### config.mk
export PLATFORM = sky130hd
export DESIGN_NAME = backlight_status_regs
export DESIGN_NICKNAME = d
export VERILOG_FILES = /design/src/logic/backlight_status_pkg.sv /design/src/logic/backlight_status_regs.sv /design/src/logic/fault_status_monitor.sv
export SDC_FILE = /design/constraint.sdc
export NUM_CORES = 1
export LEC_CHECK = 0
export BUFFER_PORTS_ARGS = -buffer_cell sky130_fd_sc_hd__buf_2
export CAP_MARGIN = 0
export CELL_PAD_IN_SITES_DETAIL_PLACEMENT = 1
export CELL_PAD_IN_SITES_GLOBAL_PLACEMENT = 2
export CORE_MARGIN = 8
export CORE_UTILIZATION = 39
export CTS_CLUSTER_DIAMETER = 60
export CTS_CLUSTER_SIZE = 30
export DETAILED_ROUTE_END_ITERATION = 12
export PLACE_DENSITY_LB_ADDON = 0.1
export SLEW_MARGIN = 0
export SYNTH_ARGS = -nofsm -noshare
export SYNTH_HDL_FRONTEND = slang
export SYNTH_SLANG_ARGS = --single-unit
### constraint.sdc
create_clock -name clk -period 2.34 [get_ports clk]
set_clock_uncertainty 0.05 [all_clocks]
set_input_delay 0.468 -clock clk [delete_from_list [all_inputs] [get_ports clk]]
set_output_delay 0.468 -clock clk [all_outputs]
set_load 0.02 [all_outputs]
### src/logic/backlight_status_pkg.sv
// package: constants and types shared by the backlight status and id register bank
package backlight_status_pkg;

  // ----------------------------------------------------------------
  // register map
  // ----------------------------------------------------------------
  localparam logic [7:0] STATUS_ADDR   = 8'h02;
  localparam logic [7:0] ID_ADDR       = 8'h03;
  localparam logic [7:0] UNMAPPED_READ = 8'h00;
  localparam logic [6:0] SLAVE_ADDR    = 7'h2c;

  // ----------------------------------------------------------------
  // identification word fields
  // ----------------------------------------------------------------
  localparam logic       ID_PANEL_BIT  = 1'b1;
  localparam int         ID_MAKER_LSB  = 3;
  localparam int         ID_REV_LSB    = 0;
  localparam logic [3:0] MAKER_RSVD_LO = 4'h7;
  localparam logic [3:0] MAKER_ABSENT  = 4'hf;

  // ----------------------------------------------------------------
  // status word and thermal limits
  // ----------------------------------------------------------------
  localparam int         CHANNELS      = 8;
  localparam int         TEMP_W        = 9;
  localparam logic [7:0] STATUS_RESET  = 8'h00;
  localparam logic [8:0] THERM_TRIP_C  = 9'h0a0;
  localparam logic [8:0] THERM_HYST_C  = 9'h00f;
  localparam logic [8:0] THERM_CLEAR_C = 9'(THERM_TRIP_C - THERM_HYST_C);

  typedef struct packed {
    logic [1:0] reserved;
    logic       multi_channel_fault;
    logic       any_channel_fault;
    logic       backlight_on_flag;
    logic       input_overcurrent_flag;
    logic       thermal_fault_flag;
    logic       summary_fault;
  } status_t;

  typedef struct packed {
    logic [CHANNELS-1:0] channel_fault;
    logic                backlight_on;
    logic                input_overcurrent;
    logic [TEMP_W-1:0]   die_temp_c;
  } analog_in_t;

endpackage

### src/logic/backlight_status_regs.sv
// smbus slave exposing the read-only fault/status and identification registers
`timescale 1ns/1ps
module backlight_status_regs
#(
  // arbitrary neutral maker and revision codes
  parameter logic [3:0] MAKER_CODE = 4'h5,
  parameter logic [2:0] REVISION   = 3'h3
)
(
  // clock and reset
  input  wire logic                             clk,
  input  wire logic                             arst_n,
  // smbus pins
  input  wire logic                             scl_in,
  input  wire logic                             sda_in,
  output logic                                  sda_out,
  output logic                                  sda_oe_n,
  // analog-side indications
  input  wire backlight_status_pkg::analog_in_t analog_in,
  // controls toward the converter and visible state
  output logic                                  converter_shutdown,
  output backlight_status_pkg::status_t         status
);

  typedef enum logic [3:0] {
    IDLE, ADDR, ADDR_ACK, CMD, CMD_ACK, WDATA, WDATA_ACK, RDATA, RDATA_ACK, RDATA_NEXT
  } bus_state_t;

  // ----------------------------------------------------------------
  // status collection
  // ----------------------------------------------------------------
  fault_status_monitor monitor
  (
    .clk                (clk),
    .arst_n             (arst_n),
    .raw                (analog_in),
    .status             (status),
    .converter_shutdown (converter_shutdown)
  );

  // ----------------------------------------------------------------
  // pin synchronisers and edge detection
  // ----------------------------------------------------------------
  logic [2:0] scl_pipe;
  logic [2:0] sda_pipe;

  always_ff @(posedge clk or negedge arst_n)
  begin
    if (!arst_n)
    begin
      scl_pipe <= 3'h7;
      sda_pipe <= 3'h7;
    end
    else
    begin
      scl_pipe <= {scl_pipe[1:0], scl_in};
      sda_pipe <= {sda_pipe[1:0], sda_in};
    end
  end

  wire logic scl_rise;
  wire logic scl_fall;
  wire logic start_seen;
  wire logic stop_seen;
  wire logic sda_now;

  assign sda_now    = sda_pipe[1];
  assign scl_rise   = scl_pipe[1] & ~scl_pipe[2];
  assign scl_fall   = ~scl_pipe[1] & scl_pipe[2];
  assign start_seen = scl_pipe[1] & scl_pipe[2] & sda_pipe[2] & ~sda_pipe[1];
  assign stop_seen  = scl_pipe[1] & scl_pipe[2] & ~sda_pipe[2] & sda_pipe[1];

  // ----------------------------------------------------------------
  // register read decode
  // ----------------------------------------------------------------
  wire logic [7:0] id_word;
  wire logic [7:0] read_byte;
  wire logic       maker_ok;
  logic      [7:0] cmd;
  logic      [7:0] next_cmd;

  // code 15 would tell the host the id register is absent, and 7..14 are
  // reserved; maker_ok only documents that a legal code was chosen
  assign maker_ok  = (MAKER_CODE < backlight_status_pkg::MAKER_RSVD_LO)
                     && (MAKER_CODE != backlight_status_pkg::MAKER_ABSENT);
  assign id_word   = {backlight_status_pkg::ID_PANEL_BIT, MAKER_CODE, REVISION};
  assign read_byte = (cmd == backlight_status_pkg::STATUS_ADDR) ? status
                   : (cmd == backlight_status_pkg::ID_ADDR) && maker_ok ? id_word
                   : (cmd == backlight_status_pkg::ID_ADDR) ? id_word
                   : backlight_status_pkg::UNMAPPED_READ;

  // ----------------------------------------------------------------
  // byte engine
  // ----------------------------------------------------------------
  bus_state_t state;
  bus_state_t next_state;
  logic [7:0] shreg;
  logic [7:0] next_shreg;
  logic [3:0] bit_cnt;
  logic [3:0] next_bit_cnt;
  logic       next_sda_oe_n;

  wire logic byte_done;
  wire logic addr_match;

  assign byte_done  = bit_cnt == 4'h8;
  assign addr_match = shreg[7:1] == backlight_status_pkg::SLAVE_ADDR;

  always_comb
  begin
    next_state    = state;
    next_shreg    = shreg;
    next_bit_cnt  = bit_cnt;
    next_cmd      = cmd;
    next_sda_oe_n = sda_oe_n;
    if (stop_seen)
    begin
      next_state    = IDLE;
      next_sda_oe_n = 1'b1;
    end
    else if (start_seen)
    begin
      next_state    = ADDR;
      next_bit_cnt  = 4'h0;
      next_sda_oe_n = 1'b1;
    end
    else if (scl_rise)
    begin
      unique case (state)
        ADDR, CMD, WDATA:
        begin
          next_shreg   = {shreg[6:0], sda_now};
          next_bit_cnt = bit_cnt + 4'h1;
        end
        RDATA:
        begin
          next_shreg   = {shreg[6:0], 1'b0};
          next_bit_cnt = bit_cnt + 4'h1;
        end
        RDATA_ACK:
          next_state = sda_now ? IDLE : RDATA_NEXT;
        IDLE, ADDR_ACK, CMD_ACK, WDATA_ACK, RDATA_NEXT:
          next_state = state;
      endcase
    end
    else if (scl_fall)
    begin
      unique case (state)
        ADDR:
          if (byte_done)
          begin
            next_state    = addr_match ? ADDR_ACK : IDLE;
            next_sda_oe_n = ~addr_match;
            next_cmd      = addr_match && shreg[0] ? cmd : next_cmd;
            next_bit_cnt  = {3'h0, shreg[0]};
          end
        ADDR_ACK:
          if (bit_cnt[0])
          begin
            next_state    = RDATA;
            next_shreg    = read_byte;
            next_bit_cnt  = 4'h0;
            next_sda_oe_n = read_byte[7];
          end
          else
          begin
            next_state    = CMD;
            next_bit_cnt  = 4'h0;
            next_sda_oe_n = 1'b1;
          end
        CMD, WDATA:
          if (byte_done)
          begin
            next_state    = (state == CMD) ? CMD_ACK : WDATA_ACK;
            next_cmd      = (state == CMD) ? shreg : cmd;
            next_sda_oe_n = 1'b0;
          end
        CMD_ACK, WDATA_ACK:
        begin
          // data bytes are acknowledged but never stored
          next_state    = WDATA;
          next_bit_cnt  = 4'h0;
          next_sda_oe_n = 1'b1;
        end
        RDATA:
          if (byte_done)
          begin
            next_state    = RDATA_ACK;
            next_sda_oe_n = 1'b1;
          end
          else
            next_sda_oe_n = shreg[7];
        RDATA_NEXT:
        begin
          next_state    = RDATA;
          next_shreg    = read_byte;
          next_bit_cnt  = 4'h0;
          next_sda_oe_n = read_byte[7];
        end
        IDLE, RDATA_ACK:
          next_state = state;
      endcase
    end
  end

  always_ff @(posedge clk or negedge arst_n)
  begin
    if (!arst_n)
    begin
      state    <= IDLE;
      shreg    <= 8'h00;
      bit_cnt  <= 4'h0;
      cmd      <= 8'h00;
      sda_oe_n <= 1'b1;
      sda_out  <= 1'b0;
    end
    else
    begin
      state    <= next_state;
      shreg    <= next_shreg;
      bit_cnt  <= next_bit_cnt;
      cmd      <= next_cmd;
      sda_oe_n <= next_sda_oe_n;
      sda_out  <= 1'b0;
    end
  end

endmodule

### src/logic/fault_status_monitor.sv
// fault and status flag collection with thermal shutdown hysteresis
`timescale 1ns/1ps
module fault_status_monitor
(
  // clock and reset
  input  wire logic                            clk,
  input  wire logic                            arst_n,
  // raw analog-side indications
  input  wire backlight_status_pkg::analog_in_t raw,
  // results
  output backlight_status_pkg::status_t        status,
  output logic                                 converter_shutdown
);

  // ----------------------------------------------------------------
  // two-stage synchronisers
  // ----------------------------------------------------------------
  // temperature bits are synchronised one by one; a code caught mid-change can
  // be off for a cycle, and one such cycle above THERM_TRIP_C sets the shutdown
  backlight_status_pkg::analog_in_t meta;
  backlight_status_pkg::analog_in_t synced;

  always_ff @(posedge clk or negedge arst_n)
  begin
    if (!arst_n)
    begin
      meta   <= '0;
      synced <= '0;
    end
    else
    begin
      meta   <= raw;
      synced <= meta;
    end
  end

  // ----------------------------------------------------------------
  // flag decode
  // ----------------------------------------------------------------
  wire logic [backlight_status_pkg::CHANNELS-1:0] chan;
  wire logic [backlight_status_pkg::CHANNELS-1:0] chan_less_one;
  wire logic                                      hot;
  wire logic                                      cooled;
  logic                                           next_shutdown;
  backlight_status_pkg::status_t                  next_status;

  assign chan          = synced.channel_fault;
  assign chan_less_one = chan - 1'b1;
  assign hot           = synced.die_temp_c > backlight_status_pkg::THERM_TRIP_C;
  assign cooled        = synced.die_temp_c <= backlight_status_pkg::THERM_CLEAR_C;

  always_comb
  begin
    next_shutdown = converter_shutdown;
    if (hot)
      next_shutdown = 1'b1;
    else if (cooled)
      next_shutdown = 1'b0;
    next_status                        = backlight_status_pkg::STATUS_RESET;
    next_status.reserved               = 2'h0;
    next_status.multi_channel_fault    = |(chan & chan_less_one);
    next_status.any_channel_fault      = |chan;
    next_status.backlight_on_flag      = synced.backlight_on & ~next_shutdown;
    next_status.input_overcurrent_flag = synced.input_overcurrent;
    next_status.thermal_fault_flag     = next_shutdown;
    next_status.summary_fault          = |chan | synced.input_overcurrent
                                         | next_shutdown;
  end

  always_ff @(posedge clk or negedge arst_n)
  begin
    if (!arst_n)
    begin
      status             <= backlight_status_pkg::STATUS_RESET;
      converter_shutdown <= 1'b0;
    end
    else
    begin
      status             <= next_status;
      converter_shutdown <= next_shutdown;
    end
  end

endmodule

==> results of run 1 <==
==> metrics by stage <==
step | utilization [%] | total power [mW] | cell area [um^2] | setup WS (ps) | hold WS, ps
after global routing | 46.8 | 3.73 | 3580 | 65.5 | 149
after CTS | 46.8 | 3.57 | 3580 | 109 | 144
after detailed placement | 43.7 | 2.44 | 3340 | 139 | 286
after global placement | 43.7 | 2.41 | 3340 | 164 | 283
final | 46.8 | 3.52 | 3580 | 119 | 164
after floorplan | - | 2.15 | 3050 | 193 | 122
==> layout make-up <==
type                            instances  share of cell area (%)
Multi-Input combinational cell        160                    29.7
Clock buffer                            9                    3.46
Clock inverter                          7                    2.83
Tap cell                              102                    3.57
Inverter                               10                    1.05
Timing Repair Buffer                   38                    6.71
Sequential cell                        75                    52.7
==> power by group <==
group          internal, mW  switching (mW)  total [mW]
combinational         0.334           0.399       0.733
sequential             1.46           0.220        1.68
clock                 0.609           0.501        1.11
==> cells in the mapped netlist (5+ instances only) <==
cell	instances
mux2_1	9
dfstp_2	7
nor3_1	8
inv_1	9
nand2_1	17
o21ai_0	5
nand3_1	8
nor2_1	18
o211ai_1	6
ha_1	6
a21oi_1	15
clkbuf_1	7
dfrtp_1	68
==> metal layers <==
metal,vias up,wire [um],GRT usage [%]
met2,29,3340,22.4
li1,983,-,-
met3,10,193,3.16
met5,-,0,0
met4,0,104,5.58
met1,1050,2940,15.4
==> cells by family after synthesis <==
family          count (synthesis)  synth area share [%]
compound gates                 55                  12.1
xor+xnor                        1                 0.288
fa+ha+maj                       7                  2.80
buf+inv                        22                  3.25
flops                          75                  62.0
mux                            15                  5.43
other cells                     1                 0.123
simple gates                   79                  13.9
==> flip-flops by register name (all words and copies together), names as in the netlist <==
register / cells
monitor.next_status: 1
cmd: 8
sda_pipe: 3
scl_pipe: 3
monitor.chan: 8
shreg: 8
monitor.status: 5
sda_oe_n: 1
monitor.synced: 10
monitor.converter_shutdown: 1
monitor.meta: 19
bit_cnt: 4
state: 4
==> repair_timing <==
| action | 4_1_cts | 5_1_grt |
|---|---|---|
| endpoints found under the hold margin | 24 | 0 |
| resized for setup | 0 | 0 |
| buffers inserted | 0 | 0 |
| hold buffers | 1 | 0 |
==> final timing paths <==
kind | end | slack, ps | depth (start not counted)
min in group asynchronous | bit_cnt[2]$_DFFE_PN0P_ | 530 | 2
worst min-delay path | scl_pipe[0]$_DFF_PN1_ | 160 | 1
max in group asynchronous | scl_pipe[1]$_DFF_PN1_ | 1100 | 3
worst min register to register | monitor.synced[10]$_DFF_PN0_ | 290 | 0
worst max-delay path | monitor.status[0]$_DFF_PN0_ | 120 | 4
worst max register to register | monitor.status[0]$_DFF_PN0_ | 120 | 4
==> results.yml, run 1 <==
synth:
  synth_seq_area_share_pct: 62.0
  ys_ff_latch: 75
  synthesis.area_um2: 3040
  synth_cells: 255
  synth-edff-count: 0
  synth_top_area_share_pct: 56.0
  synth_cell_types: 53
  dominantRegCellSynth: "dfrtp_1"
  syn_area_per_cell_um2: 11.9
  yosys.area.top_type: "dfrtp_1"
  yosys_warnings: 0
  synth_area_leaders: "dfrtp_1 (56%), dfstp_2 (6.1%), mux2_1 (3.3%), a21oi_1 (2.5%), ha_1 (2.5%)"
  async_reset_ff_share_pct: 100
layout:
  multi_input_area_um2: 1060
  antenna_cells: 0
  fillers: 834
  stdcell_count: 401
  drive_gt1_share_pct: 23.4
  area_growth_pct: 17.7
  layout.nets: 323
  most-common-layout-cells: "dfrtp_1 (68), buf_2 (29), nor2_1 (18)"
  final_common_cell: "dfrtp_1"
  register_area_um2: 1890
timing:
  min_period_ps: 2220
  final_hold_viol_count: 0
  max_freq_mhz: 450
  finalSetupViolations: 0
  maxSlewHeadroom_pct: 65.3
  tns_ps: 0
  worst_pin_slew_ps: 514
  fin_crit_sh_pct: 94.9
  rsz0062_at_grt: "false"
  drv_slew: 0
worst_setup_path:
  cp_slowest_cell: "or4_4"
  path_class: "reg2reg"
  crit_path_end_kind: "flip-flop"
  rr_startpoint: "monitor.chan[5]$_DFF_PN0_"
  worstPathCellList: "or3_4, or4_4, or3_4, or4_4"
  cp.buffers_inverters: 0
  crit_path_max_incr_delay_ps: 470
  cp_max_fo: 3
  start_kind: "flip-flop"
  cp.required_ps: 2500
  critical-path-top-delay-family: "simple AND/OR/NAND/NOR gates"
  crit_path_start: "monitor.chan[5]$_DFF_PN0_"
  arrival_ps: 2380
power:
  power.leakage_nw: 1.57
  peakVddDrop_mv: 0.509
  p_per_area_nw_per_um2: 984
grt:
  track_usage_pct: 13.2
  grt_overflow: 0
  grt_pass1_wl_um: 11500
  grt_max_degree: 51
  grt_pass1_vias: 2355
  antenna_found_initial: 0
run_status:
  outcome: "finished clean"
detailed_routing:
  vias_per_cell: 5.17
  ant_nets: 0
  vias: 2072
  drtIter0Drc: 83
  post_drt_wl_per_cell_um: 16.4
  wirelength_um: 6580
  drtPass1Iterations: 4
  drc: 0
die:
  die_h_um: 104
  row_count: 32
  die_x_um: 104
  io_pins: 34
  start_util_pct: 39.7
  die_area_um2: 10900
  core_um2: 7650
cts:
  clockRootBuffer: "clkbuf_8"
  htree_num_levels: 3
  clock_latency_ps: 340
  clk_pin_slew_ps: 90
  cts_buffers: 9
  cts_tree: "yes"
  cts_sinks: 75
  cts_buffer_depth: 2
job:
  cap_violations: 0
min_path:
  holdCritPathClass: "in2reg"
  min_from: "scl_in"
place:
  place_hpwl_um: 4710
  dp.cells: 384
  port_buffers: 30
  gp_congestion: 0.766
Note: power is estimated with default switching activity, not from simulation.
==> inputs of run 2 (changes only) <==
--- a/config.mk
+++ b/config.mk
@@ -9,7 +9,7 @@
 export CAP_MARGIN = 0
 export CELL_PAD_IN_SITES_DETAIL_PLACEMENT = 1
 export CELL_PAD_IN_SITES_GLOBAL_PLACEMENT = 2
-export CORE_MARGIN = 8
+export CORE_MARGIN = 4
 export CORE_UTILIZATION = 39
 export CTS_CLUSTER_DIAMETER = 60
 export CTS_CLUSTER_SIZE = 30
==> run 2 against run 1 <==
Net effect:
- routed wire length is 4.0% lower
- sequential power about the same
- combinational power down 2%
- critical path depth is the same
- non-clock buffer count is 2 higher
- sequential share of layout area increased by 0.30 points
- worst setup slack improved by 7.3 ps
- final area down 0.56%
- largest cell class unchanged
- power fell by 2.9%
- global-route usage rose by 2.3 points
==> results.yml, run 2 (synthesized netlist as in run 1, its figures left out) <==
worst_setup_path:
  cp.required_ps: 2510
  rr_startpoint: "monitor.chan[5]$_DFF_PN0_"
  worstRegToRegCells: 4
  arrival_ps: 2380
  crit_path_end_kind: "flip-flop"
  cp-endpoint: "monitor.status[0]$_DFF_PN0_"
  cp_max_fo: 3
  crit_path_start: "monitor.chan[5]$_DFF_PN0_"
  reg2reg_slack_ps: 130
  reg2reg_to: "monitor.status[0]$_DFF_PN0_"
  start_kind: "flip-flop"
  path_class: "reg2reg"
layout:
  fin_util_pct: 48.0
  layout.nets: 325
  fillers: 780
  top_register: "monitor.meta"
  antenna_cells: 0
  most-common-layout-cells: "dfrtp_1 (68), buf_2 (29), nor2_1 (18)"
  final_common_cell: "dfrtp_1"
  top_regs: "monitor.meta (19), monitor.synced (10)"
  drive_gt1_share_pct: 23.9
  largest_reg_flops: 19
  stdcell_count: 400
  area_growth_pct: 17.1
timing:
  min_period_ps: 2210
  fin_crit_sh_pct: 94.6
  final_hold_viol_count: 0
  max_freq_mhz: 452
  tns_ps: 0
  rsz0062_at_grt: "false"
  finalSetupViolations: 0
  drv_slew: 0
cts:
  post_cts_resized: 0
  cts_buffer_depth: 2
  cts_tree: "yes"
  cts_sinks: 75
  clk_pin_slew_ps: 80
  clockRootBuffer: "clkbuf_8"
  htree_num_levels: 3
  clock_latency_ps: 350
  cts_buffers: 9
grt:
  antenna_found_initial: 0
  grt_pass1_vias: 2150
  track_usage_pct: 15.5
  grt_max_degree: 32
  grt_pass1_wl_um: 10700
  grt_overflow: 0
die:
  die_area_um2: 9270
  io_pins: 34
  core_um2: 7410
  die_h_um: 96.3
  start_util_pct: 41.0
  row_count: 31
  die_x_um: 96.3
place:
  gp_congestion: 0.825
  port_buffers: 30
  place_hpwl_um: 4600
  dp.cells: 383
job:
  cap_violations: 0
detailed_routing:
  ant_nets: 0
  drc: 0
  vias_per_cell: 5.15
  drtIter0Drc: 41
  post_drt_wl_per_cell_um: 15.8
  vias: 2061
  wirelength_um: 6320
  drtPass1Iterations: 4
min_path:
  holdCritPathClass: "in2reg"
  min_path_cells: 1
power:
  power_mw: 3.42
  power.leakage_nw: 1.57
  p_per_area_nw_per_um2: 961
  peakVddDrop_mv: 0.483
run_status:
  outcome: "finished clean"
## run 2: cell count changes in the layout (fill, tap and decap cells not counted), sizes merged
cell      previous run  this run
buf                 37        39
clkinv               3         1
clkinvlp             1         2
inv                 11        13
bufinv               2         1
## run 2: critical path, stage by stage, from the launching register on
cell and delay (ps):
dfrtp_1 390, or3_4 400, or4_4 430, or3_4 340
or4_4 470
## run 2: area by class of cell
type	instances	area [um^2]	share of cell area (%)
multi-input combinational	160	1060	29.9
sequential	75	1890	53.0
clock buffer	9	124	3.48
timing repair buffer	40	243	6.82
inverter	10	37.5	1.05
tap	99	124	3.48
clock inverter	7	82.6	2.32
## run 2: what timing repair did
item                                   4_1_cts  5_1_grt
setup buffers                                0        0
hold buffers                                 1        0
endpoints found under the hold margin       13        0
## run 2: worst min-delay path by stage
stage                               start                   endpoint  slack (ps)
4_1_cts                            sda_in      sda_pipe[0]$_DFF_PN1_         140
5_1_grt                            sda_in      sda_pipe[0]$_DFF_PN1_         140
2_1_floorplan                      arst_n     bit_cnt[0]$_DFFE_PN0P_         120
3_3_place_gp   monitor.meta[14]$_DFF_PN0_  monitor.chan[3]$_DFF_PN0_         280
3_5_place_dp   monitor.meta[18]$_DFF_PN0_  monitor.chan[7]$_DFF_PN0_         290
6_report                           sda_in      sda_pipe[0]$_DFF_PN1_         160
## run 2: per-stage QoR
step | hold WS (ps) | cell area (um^2) | setup slack (ps)
4_1_cts | 145 | 3560 | 120
3_3_place_gp | 282 | 3340 | 165
6_report | 165 | 3560 | 127
2_1_floorplan | 122 | 3050 | 193
3_5_place_dp | 286 | 3340 | 135
5_1_grt | 138 | 3560 | 80.5
## run 2: layer usage
| metal | GRT usage, % | vias to the layer above | part of all wire [%] |
|---|---|---|---|
| li1 | - | 991 | - |
| met1 | 19.7 | 1032 | 46 |
| met2 | 25.2 | 30 | 50 |
| met3 | 4.22 | 8 | 3.4 |
| met4 | 5.69 | 0 | 1.2 |
| met5 | 0 | - | 0 |
## run 2: where the power goes
part	leakage [nW]	total, mW	internal [mW]	switching (mW)
logic	0.574	0.718	0.331	0.387
registers	0.893	1.67	1.46	0.214
clock network	0.0984	1.03	0.509	0.520
total	1.57	3.42	2.30	1.12
==> inputs of run 3 (changes only) <==
==> constraint.sdc (replaced) <==
create_clock -name clk -period 2.2 [get_ports clk]
set_clock_uncertainty 0.05 [all_clocks]
set_input_delay 0.44 -clock clk [delete_from_list [all_inputs] [get_ports clk]]
set_output_delay 0.44 -clock clk [all_outputs]
set_load 0.02 [all_outputs]
==> run 3 against run 2 <==
Net effect:
- final cell count up 1.0%
- global-route usage is 0.17 points higher
- worst setup slack worse by 130 ps
- first-iteration DRC count grew 61%
- via count up 0.15%
- routed wire length down 0.17%
- power grew 7.4%
- clock-buffer cell count stayed put
- combinational power grew 14%
==> results.yml, run 3 (synthesized netlist as in run 1, its figures left out) <==
worst_setup_path:
  crit_path_end_kind: "flip-flop"
  arrival_ps: 2370
  start_kind: "flip-flop"
  reg2reg_slack_ps: 1
  worstRegToRegCells: 4
  cp.required_ps: 2370
  reg2reg_to: "monitor.status[0]$_DFF_PN0_"
  path_class: "reg2reg"
  rr_startpoint: "monitor.chan[5]$_DFF_PN0_"
  cp_max_fo: 3
detailed_routing:
  drtPass1Iterations: 4
  post_drt_wl_per_cell_um: 15.6
  vias_per_cell: 5.11
  vias: 2064
  drc: 0
  ant_nets: 0
  wirelength_um: 6310
  drtIter0Drc: 66
die:
  row_count: 31
  core_um2: 7410
  die_x_um: 96.3
  start_util_pct: 41.0
  die_h_um: 96.3
  io_pins: 34
  die_area_um2: 9270
timing:
  max_freq_mhz: 455
  hold_ws_ps: 131
  finalSetupViolations: 0
  fin_crit_sh_pct: 100
  min_period_ps: 2200
  fin_ws_ps: 0.994
  final_hold_viol_count: 0
  rsz0062_at_grt: "true"
  drv_slew: 0
layout:
  stdcell_count: 404
  register_area_um2: 1890
  top_regs: "monitor.meta (19), monitor.synced (10)"
  fillers: 809
  largest_reg_flops: 19
  most-common-layout-cells: "dfrtp_1 (68), buf_2 (29), nor2_1 (18)"
  top_register: "monitor.meta"
  multi_input_area_um2: 1060
  antenna_cells: 0
  fin_util_pct: 48.4
  layout.nets: 329
  final_common_cell: "dfrtp_1"
  area_growth_pct: 18.1
  drive_gt1_share_pct: 25.2
power:
  power.leakage_nw: 1.59
  power_mw: 3.67
  peakVddDrop_mv: 0.522
  p_per_area_nw_per_um2: 1020
grt:
  grt_pass1_wl_um: 10800
  grt_overflow: 0
  track_usage_pct: 15.7
  antenna_found_initial: 0
  grt_max_degree: 32
  grt_pass1_vias: 2201
cts:
  cts_buffers: 9
  clockRootBuffer: "clkbuf_8"
  cts_sinks: 75
  cts_buffer_depth: 2
  clk_pin_slew_ps: 80
  clock_latency_ps: 350
  htree_num_levels: 3
  cts_tree: "yes"
place:
  place_hpwl_um: 4570
  place_ws_ps: -1.95
  gp_congestion: 0.841
  dp.cells: 386
  port_buffers: 30
min_path:
  holdCritPathClass: "in2reg"
  min_from: "sda_in"
  hold_end: "sda_pipe[0]$_DFF_PN1_"
  min_path_cells: 1
job:
  cap_violations: 0
run_status:
  outcome: "finished clean"
run 3: cell count changes in the layout (fill, tap and decap cells not counted):
cell / previous run / this run
buf_4: 9 / 13
inv_2: 1 / 2
inv_1: 9 / 8
run 3: per-stage QoR:
stage                     instance area, um^2  setup TNS, ps
final                                    3590              0
after CTS                                3590          -12.9
after floorplan                          3050              0
after detailed placement                 3360          -1.95
after global placement                   3360              0
after global routing                     3590          -57.9
run 3: final cells by class:
class	count	area share [%]
Tap cell	99	3.45
Clock buffer	9	3.45
Inverter	10	1.05
Sequential cell	75	52.5
Clock inverter	7	2.30
Multi-Input combinational cell	160	29.6
Timing Repair Buffer	44	7.60
run 3: how the worst max path moves through the flow:
stage / start / endpoint / slack [ps] / depth (start not counted)
after global placement: monitor.chan[5]$_DFF_PN0_ / monitor.status[0]$_DFF_PN0_ / 30 / 4
after detailed placement: monitor.chan[5]$_DFF_PN0_ / monitor.status[0]$_DFF_PN0_ / -2 / 4
after CTS: monitor.chan[5]$_DFF_PN0_ / monitor.status[0]$_DFF_PN0_ / -10 / 4
final: monitor.chan[5]$_DFF_PN0_ / monitor.status[0]$_DFF_PN0_ / 1 / 4
after global routing: monitor.chan[5]$_DFF_PN0_ / monitor.status[0]$_DFF_PN0_ / -60 / 4
after floorplan: monitor.chan[5]$_DFF_PN0_ / monitor.status[0]$_DFF_PN0_ / 50 / 4
run 3: metal layers:
metal	wire (um)	GRT usage, %
met5	0	0
met1	2940	20.0
met3	219	5.08
met4	82	4.98
met2	3070	25.2
run 3: where the power goes:
group	total, mW	switching, mW	internal [mW]	leakage (nW)
Sequential	1.75	0.195	1.55	0.893
Combinational	0.818	0.448	0.370	0.594
Clock	1.11	0.565	0.541	0.0984
Total	3.67	1.21	2.46	1.59
run 3: repair_timing:
item                                    in CTS  in global routing
setup buffers                                1                  0
endpoints found under the setup margin       1                  4
resized for setup                            0                  1
hold buffers                                 1                  0
endpoints found under the hold margin       19                  0
run 3: worst max-delay path, stage by stage (launching register included):
cell	delay, ps
dfrtp_1	380
or3_4	390
or4_4	430
or3_4	350
or4_4	470
